File: config.mk
export PLATFORM = sky130hd
export DESIGN_NAME = soi_supervisor
export DESIGN_NICKNAME = d
export VERILOG_FILES = /design/src/inc/soi_pkg.sv /design/src/design/soi_sync.sv /design/src/design/soi_supervisor.sv
export SDC_FILE = /design/constraint.sdc
export NUM_CORES = 1
export LEC_CHECK = 0
export BUFFER_PORTS_ARGS = -buffer_cell sky130_fd_sc_hd__buf_2
export CELL_PAD_IN_SITES_DETAIL_PLACEMENT = 1
export CELL_PAD_IN_SITES_GLOBAL_PLACEMENT = 1
export CORE_MARGIN = 1
export CORE_UTILIZATION = 51
export DETAILED_ROUTE_END_ITERATION = 6
export GPL_TIMING_DRIVEN = 0
export PLACE_DENSITY = 0.85
export SYNTH_ARGS = -nofsm -noshare
export SYNTH_HDL_FRONTEND = slang
export SYNTH_SLANG_ARGS = --single-unit
File: constraint.sdc
create_clock -name sys_clk_in -period 16.1 [get_ports sys_clk_in]
set_input_delay 4.025 -clock sys_clk_in [delete_from_list [all_inputs] [get_ports sys_clk_in]]
set_output_delay 4.025 -clock sys_clk_in [all_outputs]
set_load 0.01 [all_outputs]
File: src/inc/soi_pkg.sv
package soi_pkg;
    // clock and timing
    localparam int unsigned SOI_CLK_HZ = 25_000_000;
    localparam int unsigned SOI_HZ_PER_MHZ = 1_000_000;
    localparam int unsigned SOI_MS_PER_S = 1_000;
    localparam int unsigned SOI_PWR_BLANK_S = 3;
    localparam int unsigned SOI_CMD_BLANK_S = 1;
    localparam int unsigned SOI_MIN_CYCLE_US = 500;
    localparam int unsigned SOI_LEGACY_CYCLE_MS = 2;
    localparam int unsigned SOI_LINK_RATE_MHZ = 10;
    localparam int unsigned SOI_LEGACY_RATE_MHZ = 4;
    localparam int unsigned SOI_WDT_TIMEOUT_MS = 10;
    localparam int unsigned SOI_QUAD_MAX_MPPS = 1;
    localparam int unsigned SOI_QUAD_PHASE_DEG = 90;
    localparam int unsigned SOI_PWR_BLANK_CYC = SOI_CLK_HZ * SOI_PWR_BLANK_S;
    localparam int unsigned SOI_CMD_BLANK_CYC = SOI_CLK_HZ * SOI_CMD_BLANK_S;
    localparam int unsigned SOI_MIN_CYCLE_CYC =
        (SOI_CLK_HZ / SOI_HZ_PER_MHZ) * SOI_MIN_CYCLE_US;
    localparam int unsigned SOI_LEGACY_CYCLE_CYC =
        (SOI_CLK_HZ / SOI_MS_PER_S) * SOI_LEGACY_CYCLE_MS;
    localparam int unsigned SOI_WDT_TIMEOUT_CYC =
        (SOI_CLK_HZ / SOI_MS_PER_S) * SOI_WDT_TIMEOUT_MS;

    localparam int unsigned SOI_CNT_W = 32;
    localparam int unsigned SOI_POS_W = 32;
    localparam int unsigned SOI_LATCH_N = 3;
    localparam int unsigned SOI_SYNC_W = 9;
    localparam logic [SOI_CNT_W-1:0] SOI_CNT_ONE = 32'h0000_0001;
    localparam logic [SOI_POS_W-1:0] SOI_POS_ONE = 32'h0000_0001;

    // synchronised pin positions
    localparam int unsigned SOI_SY_OP = 0;
    localparam int unsigned SOI_SY_PC = 1;
    localparam int unsigned SOI_SY_A = 2;
    localparam int unsigned SOI_SY_B = 3;
    localparam int unsigned SOI_SY_C = 4;
    localparam int unsigned SOI_SY_LAT = 5;
    localparam int unsigned SOI_SY_OPEN = 8;

    typedef enum logic [7:0] {
        SOI_CMD_NOP = 8'h00,
        param_read_cmd = 8'h01,
        param_write_cmd = 8'h02,
        nonvolatile_param_write_cmd = 8'h1c,
        SOI_CMD_SETUP = 8'h04,
        alarm_read_cmd = 8'h05,
        alarm_clear_cmd = 8'h06,
        sensor_on_cmd = 8'h23,
        adjust_cmd = 8'h3e,
        identity_read_cmd = 8'h03
    } soi_cmd_e;

    typedef enum logic [1:0] {
        SOI_LAT_INDEX = 2'h0,
        SOI_LAT_EXT1 = 2'h1,
        SOI_LAT_EXT2 = 2'h2,
        SOI_LAT_EXT3 = 2'h3
    } soi_lat_src_e;

    typedef struct packed {
        logic valid;
        logic [7:0] code;
        logic hist_sel;
        logic model_sel;
    } soi_cmd_s;

    typedef struct packed {
        logic param_corrupt;
        logic param_range;
        logic comm_err;
        logic wdt_err;
        logic enc_open;
        logic quad_err;
    } soi_fault_s;

    typedef struct packed {
        logic valid;
        soi_lat_src_e src;
        logic [SOI_POS_W-1:0] pos;
    } soi_latch_s;
endpackage : soi_pkg

File: src/design/soi_sync.sv
`timescale 1ns/1ps
module soi_sync (
    input wire logic sys_clk_in,
    input wire logic rst_in,
    input wire logic [soi_pkg::SOI_SYNC_W-1:0] async_in,
    output logic [soi_pkg::SOI_SYNC_W-1:0] sync_out
);
    import soi_pkg::*;

    typedef struct packed {
        logic [SOI_SYNC_W-1:0] meta;
        logic [SOI_SYNC_W-1:0] stable;
    } soi_sync_s;

    soi_sync_s state_reg;
    soi_sync_s state_next;

    always_comb begin
        state_next.meta = async_in;
        state_next.stable = state_reg.meta;
    end

    always_ff @(posedge sys_clk_in or posedge rst_in) begin
        if (rst_in) begin
            state_reg <= '0;
        end else begin
            state_reg <= state_next;
        end
    end

    assign sync_out = state_reg.stable;
endmodule : soi_sync

File: src/design/soi_supervisor.sv
// What this block does
// - keep panel indicator dark about three seconds after power-up.
// - indicator dark while hand-held operator attached, lit again after.
// - blank indicator about one second on listed parameter/setup commands.
// - session start during restricted command raises command-incomplete alarm.
// - operator attach accepted while powered, no power cycle required.
// - link runs 10 MHz, cycle at least 500 us; legacy 4 MHz/2 ms.
// - decode A/B quadrature ninety degrees apart, up to 1 Mpps.
// - latch position on index phase or any of three latch inputs.
// - drive alarm lamp and network-communication lamp.
// - detect parameter, range, comm, watchdog and encoder-open faults.
`timescale 1ns/1ps
module soi_supervisor #(
    parameter logic [31:0] PWR_BLANK_CYC = soi_pkg::SOI_PWR_BLANK_CYC,
    parameter logic [31:0] CMD_BLANK_CYC = soi_pkg::SOI_CMD_BLANK_CYC,
    parameter logic [31:0] MIN_CYCLE_CYC = soi_pkg::SOI_MIN_CYCLE_CYC,
    parameter logic [31:0] WDT_TIMEOUT_CYC = soi_pkg::SOI_WDT_TIMEOUT_CYC
) (
    input wire logic sys_clk_in,
    input wire logic rst_in,
    // pins from outside the clock domain
    input wire logic operator_connector_in,
    input wire logic pc_session_in,
    input wire logic quad_a_in,
    input wire logic quad_b_in,
    input wire logic quad_c_in,
    input wire logic [soi_pkg::SOI_LATCH_N-1:0] ext_latch_in,
    input wire logic enc_open_in,
    // from network logic on the same clock
    input wire soi_pkg::soi_cmd_s cmd_in,
    input wire logic cmd_done_in,
    input wire logic frame_start_in,
    input wire logic link_err_in,
    input wire logic legacy_mode_in,
    input wire logic comm_active_in,
    input wire logic wdt_kick_in,
    input wire logic param_corrupt_in,
    input wire logic param_range_err_in,
    // outputs
    output logic panel_led_on_out,
    output logic alarm_lamp_out,
    output logic comm_lamp_out,
    output logic cmd_incomplete_alarm_out,
    output logic cmd_reject_out,
    output logic cmd_busy_out,
    output soi_pkg::soi_fault_s faults_out,
    output logic [soi_pkg::SOI_POS_W-1:0] position_out,
    output soi_pkg::soi_latch_s latch_out
);
    import soi_pkg::*;

    typedef struct packed {
        logic [SOI_CNT_W-1:0] pwr_cnt;
        logic pwr_done;
        logic [SOI_CNT_W-1:0] blank_cnt;
        logic op_q;
        logic pc_q;
        logic [1:0] ab_q;
        logic c_q;
        logic [SOI_LATCH_N-1:0] lat_q;
        logic exec;
        logic incomplete;
        logic reject;
        logic [SOI_POS_W-1:0] pos;
        soi_latch_s latch;
        soi_fault_s faults;
        logic [SOI_CNT_W-1:0] cyc_cnt;
        logic cyc_seen;
        logic [SOI_CNT_W-1:0] wdt_cnt;
        logic wdt_armed;
        logic led_on;
        logic alarm_lamp;
        logic comm_lamp;
    } soi_state_s;

    soi_state_s state_reg;
    soi_state_s state_next;
    logic [SOI_SYNC_W-1:0] pins_sync;

    // restricted while a hand-held operator or PC tool session is up
    function automatic logic soi_is_restricted(input logic [7:0] code);
        unique case (code)
            param_read_cmd, param_write_cmd, nonvolatile_param_write_cmd,
            SOI_CMD_SETUP, alarm_read_cmd, alarm_clear_cmd, sensor_on_cmd,
            adjust_cmd, identity_read_cmd: soi_is_restricted = 1'b1;
            default: soi_is_restricted = 1'b0;
        endcase
    endfunction : soi_is_restricted

    function automatic logic soi_blanks(input soi_cmd_s c);
        unique case (c.code)
            param_read_cmd, param_write_cmd, nonvolatile_param_write_cmd,
            SOI_CMD_SETUP, sensor_on_cmd, adjust_cmd: soi_blanks = 1'b1;
            alarm_read_cmd, alarm_clear_cmd: soi_blanks = c.hist_sel;
            identity_read_cmd: soi_blanks = c.model_sel;
            default: soi_blanks = 1'b0;
        endcase
    endfunction : soi_blanks

    function automatic logic soi_rise(input logic prev, input logic cur);
        soi_rise = cur & ~prev;
    endfunction : soi_rise

    // gray-order step: 2'b01 up, 2'b11 down, 2'b00 none, 2'b10 illegal
    function automatic logic [1:0] soi_quad_step(input logic [1:0] prev,
                                                 input logic [1:0] cur);
        logic [3:0] t;
        t = {prev, cur};
        unique case (t)
            4'h1, 4'h7, 4'he, 4'h8: soi_quad_step = 2'h1;
            4'h2, 4'hb, 4'hd, 4'h4: soi_quad_step = 2'h3;
            4'h0, 4'h5, 4'ha, 4'hf: soi_quad_step = 2'h0;
            default: soi_quad_step = 2'h2;
        endcase
    endfunction : soi_quad_step

    soi_sync u_sync (
        .sys_clk_in(sys_clk_in),
        .rst_in(rst_in),
        .async_in({enc_open_in, ext_latch_in, quad_c_in, quad_b_in,
                   quad_a_in, pc_session_in, operator_connector_in}),
        .sync_out(pins_sync)
    );

    logic op_now;
    logic pc_now;
    logic [1:0] ab_now;
    logic c_now;
    logic [SOI_LATCH_N-1:0] lat_now;
    logic session;
    logic session_start;
    logic restricted;
    logic accept;
    logic clear_req;
    logic [1:0] step;
    logic short_cycle;
    logic wdt_fire;
    logic [SOI_CNT_W-1:0] min_cycle;

    always_comb begin
        op_now = pins_sync[SOI_SY_OP];
        pc_now = pins_sync[SOI_SY_PC];
        ab_now = {pins_sync[SOI_SY_B], pins_sync[SOI_SY_A]};
        c_now = pins_sync[SOI_SY_C];
        lat_now = pins_sync[SOI_SY_LAT +: SOI_LATCH_N];
        session = op_now | pc_now;
        // attach is live at any time, no power cycle needed
        session_start = soi_rise(state_reg.op_q, op_now) |
                        soi_rise(state_reg.pc_q, pc_now);
        restricted = cmd_in.valid & soi_is_restricted(cmd_in.code);
        // refuse restricted traffic that the host should not send now
        accept = restricted & ~session;
        clear_req = accept & (cmd_in.code == alarm_clear_cmd);
        step = soi_quad_step(state_reg.ab_q, ab_now);
        min_cycle = legacy_mode_in ? SOI_LEGACY_CYCLE_CYC[SOI_CNT_W-1:0]
                                   : MIN_CYCLE_CYC;
        short_cycle = frame_start_in & state_reg.cyc_seen &
                      (state_reg.cyc_cnt < min_cycle);
        wdt_fire = state_reg.wdt_armed & ~wdt_kick_in &
                   (state_reg.wdt_cnt >= WDT_TIMEOUT_CYC);
    end

    always_comb begin
        state_next = state_reg;
        state_next.op_q = op_now;
        state_next.pc_q = pc_now;
        state_next.ab_q = ab_now;
        state_next.c_q = c_now;
        state_next.lat_q = lat_now;
        state_next.reject = restricted & session;
        state_next.latch.valid = 1'b0;

        // power-up blanking
        if (!state_reg.pwr_done) begin
            if (state_reg.pwr_cnt >= PWR_BLANK_CYC - SOI_CNT_ONE) begin
                state_next.pwr_done = 1'b1;
            end else begin
                state_next.pwr_cnt = state_reg.pwr_cnt + SOI_CNT_ONE;
            end
        end

        // command blanking, retriggered by every qualifying command
        if (cmd_in.valid && soi_blanks(cmd_in)) begin
            state_next.blank_cnt = CMD_BLANK_CYC;
        end else if (state_reg.blank_cnt != '0) begin
            state_next.blank_cnt = state_reg.blank_cnt - SOI_CNT_ONE;
        end

        // restricted command execution and abort on session start
        if (state_reg.exec && session_start) begin
            state_next.exec = 1'b0;
        end else if (accept) begin
            state_next.exec = 1'b1;
        end else if (cmd_done_in) begin
            state_next.exec = 1'b0;
        end
        if (state_reg.exec && session_start) begin
            state_next.incomplete = 1'b1;
        end else if (clear_req) begin
            state_next.incomplete = 1'b0;
        end

        // quadrature position counter
        unique case (step)
            2'h1: state_next.pos = state_reg.pos + SOI_POS_ONE;
            2'h3: state_next.pos = state_reg.pos - SOI_POS_ONE;
            default: state_next.pos = state_reg.pos;
        endcase

        // position latch, index phase has priority
        if (soi_rise(state_reg.c_q, c_now)) begin
            state_next.latch.valid = 1'b1;
            state_next.latch.src = SOI_LAT_INDEX;
            state_next.latch.pos = state_reg.pos;
        end else begin
            for (int i = SOI_LATCH_N - 1; i >= 0; i--) begin
                if (soi_rise(state_reg.lat_q[i], lat_now[i])) begin
                    state_next.latch.valid = 1'b1;
                    state_next.latch.src = soi_lat_src_e'(i[1:0] + 2'h1);
                    state_next.latch.pos = state_reg.pos;
                end
            end
        end

        // link cycle timer
        if (frame_start_in) begin
            state_next.cyc_cnt = '0;
            state_next.cyc_seen = 1'b1;
        end else if (state_reg.cyc_cnt != '1) begin
            state_next.cyc_cnt = state_reg.cyc_cnt + SOI_CNT_ONE;
        end

        // watchdog, armed by the first kick
        if (wdt_kick_in) begin
            state_next.wdt_cnt = '0;
            state_next.wdt_armed = 1'b1;
        end else if (state_reg.wdt_armed && !wdt_fire) begin
            state_next.wdt_cnt = state_reg.wdt_cnt + SOI_CNT_ONE;
        end else if (wdt_fire) begin
            state_next.wdt_armed = 1'b0;
            state_next.wdt_cnt = '0;
        end

        // sticky faults, a new detection beats alarm clear
        if (clear_req) begin
            state_next.faults = '0;
        end
        if (param_corrupt_in) begin
            state_next.faults.param_corrupt = 1'b1;
        end
        if (param_range_err_in) begin
            state_next.faults.param_range = 1'b1;
        end
        if (link_err_in || short_cycle) begin
            state_next.faults.comm_err = 1'b1;
        end
        if (wdt_fire) begin
            state_next.faults.wdt_err = 1'b1;
        end
        if (pins_sync[SOI_SY_OPEN]) begin
            state_next.faults.enc_open = 1'b1;
        end
        if (step == 2'h2) begin
            state_next.faults.quad_err = 1'b1;
        end

        // indicators
        state_next.led_on = state_next.pwr_done & ~op_now &
                            (state_next.blank_cnt == '0);
        state_next.alarm_lamp = (|state_next.faults) |
                                state_next.incomplete;
        state_next.comm_lamp = comm_active_in &
                               ~state_next.faults.comm_err;
    end

    always_ff @(posedge sys_clk_in or posedge rst_in) begin
        if (rst_in) begin
            state_reg <= '0;
        end else begin
            state_reg <= state_next;
        end
    end

    assign panel_led_on_out = state_reg.led_on;
    assign alarm_lamp_out = state_reg.alarm_lamp;
    assign comm_lamp_out = state_reg.comm_lamp;
    assign cmd_incomplete_alarm_out = state_reg.incomplete;
    assign cmd_reject_out = state_reg.reject;
    assign cmd_busy_out = state_reg.exec;
    assign faults_out = state_reg.faults;
    assign position_out = state_reg.pos;
    assign latch_out = state_reg.latch;
endmodule : soi_supervisor

# Yosys cells after proc, flatten, opt, wreduce, memory -nomap -nowiden
# Memories as Yosys holds them, arrays and structs flattened.
# Index checks and enable logic that the tools add are counted.
word_totals:
  input_bits: 30
  n_memories: 1
  mem_bits_ro: 32
  ff_bits: 236
  wordCells: 135
  output_inout_bits: 79
classes:
  order_cmp: 3
  eq_ne: 14
  n_bitwise: 32
  n_reduce_logical: 19
  n_mux: 30
  addsub: 6
mem_list:
  columns: ["memory", "words", "word_bits", "rd", "rd_clocked_by_memory_dff", "wr", "line", "source"]
  rows:
  - ["(no name shown)", 16, 2, 1, 0, 0, "soi_supervisor.sv:109", "unique case (t)"]
op_table:
  columns: ["cell", "n"]
  rows:
  - ["$mux 32", 5]
  - ["$mux 35", 4]
  - ["$add 32x1->32 const B", 4]
  - ["$mux 33", 2]
  - ["$pmux 32 s2", 1]
  - ["$sub 32x1->32 const B", 2]
  - ["$ge 32x18->1 const B", 1]
  - ["$ge 32x27->1 const B", 1]
  - ["$logic_not 32->1", 1]
  - ["$lt 32x16->1", 1]
  - ["$ne 32x32->1 const B", 1]
  - ["$reduce_bool 32->1", 1]
  - ["$eq 8x3->1 const B", 3]
  - ["$and 1x1->1", 17]
  - ["$eq 8x2->1 const B", 2]
  - ["$eq 8x6->1 const B", 2]
  - ["$mux 16", 1]
  - ["$mux 1", 15]
  - ["$not 1->1", 12]
  - ["$reduce_or 6->1", 2]
  - ["$reduce_or 9->1", 1]
  - ["$eq 8x1->1 const B", 1]
  - ["$eq 8x5->1 const B", 1]
  - ["$mux 6", 1]
  - ["13 further kinds", 22]

# Longest topological paths before layout
depth:
  ltp_word: 10
  ltp_mapped: 14
  mapped_depth_nobuf: 13

# Hierarchy
# From an unflattened synthesis, not the netlist that was laid out.
unflattened:
  cells_unflattened: 1264
  hier_area_um2: 12426.9
modules_own_cells:
  columns: ["mod", "area_per_inst_um2", "cells_per_inst", "seq_area_each_um2", "instances"]
  rows:
  - ["soi_supervisor", 11972.7, 1245, 5455.2, 1]
  - ["soi_sync", 454.2, 19, 450.4, 1]

# Least setup slack after synthesis
# No wires, ideal clock.
synth_path:
  path_kind: "input-to-reg"
  startpoint: "input cmd_in[4] in the netlist's numbering"
  endpoint: "register state_reg, in the netlist alarm_lamp_out"
  arrival_ns: 5.909
  setup_ns: 0.140
  setup_slack_ns: 10.051
  cell_stages: 9
  required_time_ns: 15.960
  n_path_buf: 1
  path_cell_list: "nand2b_1 -> nor4_1 -> o221a_2 -> o21ai_1 -> or3_1 -> or4_1 -> buf_2 -> a221oi_2 -> nand4b_1"
synth_rtl:
  columns: ["item", "line", "source"]
  rows:
  - ["from (decl)", "soi_supervisor.sv:30", "input wire soi_pkg::soi_cmd_s cmd_in,"]
  - ["to (signal assigned)", "soi_supervisor.sv:280", "state_reg <= state_next;"]
  - ["to (decl)", "soi_supervisor.sv:76", "soi_state_s state_reg;"]

==> flow_summary.toml <==
[timing]
layout_worst_path_cycle_share_pct = 37.7
worst_slew_pin_slew_ps = 940
setup_viol = 0
fin_worst_skew_ps = 29.6
totalNegativeSetupSlack_ps = 0
fmax_mhz = 165
report.final.hold_viol_count = 0
timing.slew.headroom_pct = 37.3
slew_violations = 0
final.min_clock_period_ps = 6070
rsz0062_at_grt = "false"

[global_routing]
first_pass_grt_wire_length_microns = 51200
first_global_vias = 10300
globalRouteOverflowTotal = 0
groute.usage.overall_pct = 25.5
grt_start_max_net_pins = 122
grt_antenna_before_repair = 1

[floorplanning]
fp.dieW_microns = 158
die_outline_height_microns = 158
dieArea_sq_mm = 0.0251
io-pin-count = 109
start_util_pct = 52.5
core_area_sq_mm = 0.0238
rows = 56

[routing]
detail_route.wl_per_cell_microns = 17.6
drt-vias-per-instance = 5.60
drt_iter0_drc = 368
detail-route-antenna-nets = 0
wirelength_microns = 30600
drt_drc_violations_left = 0
detailedRoute.firstPassIterationCount = 4
vias = 9732

[synthesis]
post_synth.cell_area_avg_sq_um = 9.88
synth.ff_latch_count = 236
seq_area_frac_synth_pct = 47.4
synth_area_leaders = "sky130_fd_sc_hd__dfrtp_1, sky130_fd_sc_hd__buf_4, sky130_fd_sc_hd__ha_1"
synth_cell_types = 80
synth_fp_nets = 1336
synth_top_area_cell = "sky130_fd_sc_hd__dfrtp_1"
netlist_area_sq_mm = 0.0125
post_synthesis_async_set_or_reset_flop_share_pct = 100
ys_dominant_reg_cell = "sky130_fd_sc_hd__dfrtp_1"
yosys_warnings = 0
synth_enable_flop_cells = 0
synth.top_cell.area_share_pct = 47.4
syn_inst = 1262

[outcome]
status = "completed"

[placed_design]
weighted_congestion_reported_at_the_end_of_routability_driven_placement = 0.869
placement.io_buffers = 107
estimated_wirelength_of_the_detail_placed_design_microns = 21700

[layout]
final-seq-area_sq_mm = 0.00591
layout.nets = 1473
num-fill-cells = 2722
syn_to_final_growth_pct = 15.0
drive_above_1_share_pct = 21.2
largest_register_ffs = 139
core_utilization_of_the_finished_layout_pct = 60.4
multi_input_area_sq_mm = 0.00571

[clock_network]
cts_resized = 0
worst_setup_hold_path_clk_slew_ps = 60
cts.hold.buffers_added = 0
clock_tree.htree_level_count = 1
clk_latency_ps = 550
postCtsSetupBuffers = 0
cts.root.buffer_cell = "sky130_fd_sc_hd__clkbuf_16"
clockBufferDepth = 3
tritoncts = "yes"
number_of_clock_sinks = 236
numCtsBuffers = 27

[worst_setup_path]
crit_path_dat_ps = 6450
cp-start-kind = "input pin"
timing.critical_path.fanout_max = 8
critical_path_required_ps = 16480
worst-setup-path-type = "input pin to flop"
endpoint_kind = "flop"

[pwr]
power_density_mw_per_mm2 = 152
p_leak_uw = 0.00639
finalPower_uw = 2180
peakVddDrop_uv = 90.5

[run]
maxCapViolCount = 0

[hold_path]
hold_path.class = "flop to flop"
[cell families (layout without fill, tap and decap cells)]
logic type / Yosys count / count (layout) / share of synthesized area, %
buf+inv: 147 / 302 / 6.86
xor+xnor: 106 / 106 / 7.51
flops: 236 / 236 / 47.4
fa+ha+maj: 45 / 45 / 4.56
compound gates: 225 / 225 / 11.2
other cells: 0 / 1 / 0
mux: 35 / 35 / 3.13
simple gates: 468 / 468 / 19.4
[placed cells by master (no fill, tap or decap), types with 32 or more instances in the layout]
| master | instances |
|---|---|
| sky130_fd_sc_hd__nand2_1 | 98 |
| sky130_fd_sc_hd__xnor2_1 | 60 |
| sky130_fd_sc_hd__dfrtp_1 | 236 |
| sky130_fd_sc_hd__buf_4 | 76 |
| sky130_fd_sc_hd__buf_2 | 109 |
| sky130_fd_sc_hd__o21ai_0 | 62 |
| sky130_fd_sc_hd__nor2_1 | 141 |
| sky130_fd_sc_hd__xor2_1 | 45 |
| sky130_fd_sc_hd__clkbuf_1 | 36 |
| sky130_fd_sc_hd__ha_1 | 43 |
| sky130_fd_sc_hd__a21oi_1 | 66 |
| sky130_fd_sc_hd__mux2_2 | 32 |
| sky130_fd_sc_hd__nand3_1 | 40 |
[metal layers]
metal	track usage, %	vias up	wire length (microns)
met1	31.8	4887	13200
met5	0	-	0
met4	7.69	0	730
li1	-	4617	-
met3	3.08	60	893
met2	45.9	168	15800
[per-stage QoR]
step	area [sq um]	std cells	hold WS [ps]	worst slack [ps]
after floorplan	12500	1262	331	5600
after detailed placement	13400	1689	336	9450
after global placement	13400	1688	333	2850
after global routing	14300	1736	358	9840
after CTS	14300	1736	348	10010
final	14300	1737	345	10030
[worst max-delay path, cell delays in order]
cell and delay, ps:
sky130_fd_sc_hd__buf_2 110, sky130_fd_sc_hd__nor3_1 240, sky130_fd_sc_hd__o311ai_0 230, sky130_fd_sc_hd__a31oi_1 190
sky130_fd_sc_hd__o21ai_1 100, sky130_fd_sc_hd__or3_1 330, sky130_fd_sc_hd__or4_1 390, sky130_fd_sc_hd__buf_2 210
sky130_fd_sc_hd__a221oi_2 480, sky130_fd_sc_hd__nand4b_1 140
[final cells by class]
class,instances,share of cell area [%]
diodes,1,0.0174
plain buffers,117,5.18
clock buffers,36,5.51
clock inverters,11,0.785
inverters,30,0.838
multi-input cells,879,39.8
flip-flops and latches,236,41.2
well taps,319,2.78
repair buffers,108,3.93
[cells in the mapped netlist, drive strengths merged (17+ instances only)]
library cell  number
a21o              17
a21oi             68
and3              22
buf               81
clkbuf            36
dfrtp            236
ha                43
inv               30
mux2              32
nand2             98
nand3             42
nand4             27
nor2             143
nor3              23
nor4              23
o21ai             66
xnor2             61
xor2              45
[power breakdown]
| group | switching (uW) | internal [uW] | leakage, uW |
|---|---|---|---|
| clock | 246 | 374 | 0.000456 |
| combinational | 392 | 364 | 0.00302 |
| sequential | 105 | 700 | 0.00291 |
| total | 743 | 1440 | 0.00639 |
[worst paths after layout]
path / end / slack [ps] / from / depth (start not counted)
setup / recovery: alarm_lamp_out$_DFF_PP0_ / 10030 / cmd_in[5] / 10
hold / removal: u_sync.sync_out[8]$_DFF_PP0_ / 350 / u_sync.state_next[8]$_DFF_PP0_ / 0
setup reg to reg: position_out[29]$_DFFE_PP0P_ / 11810 / u_sync.sync_out[2]$_DFF_PP0_ / 13
hold reg to reg: u_sync.sync_out[8]$_DFF_PP0_ / 350 / u_sync.state_next[8]$_DFF_PP0_ / 0
max in group asynchronous: state_reg[56]$_DFFE_PP0P_ / 11360 / rst_in / 3
min in group asynchronous: state_reg[146]$_DFF_PP0_ / 3620 / rst_in / 2
(Power assumes the default switching activity.)
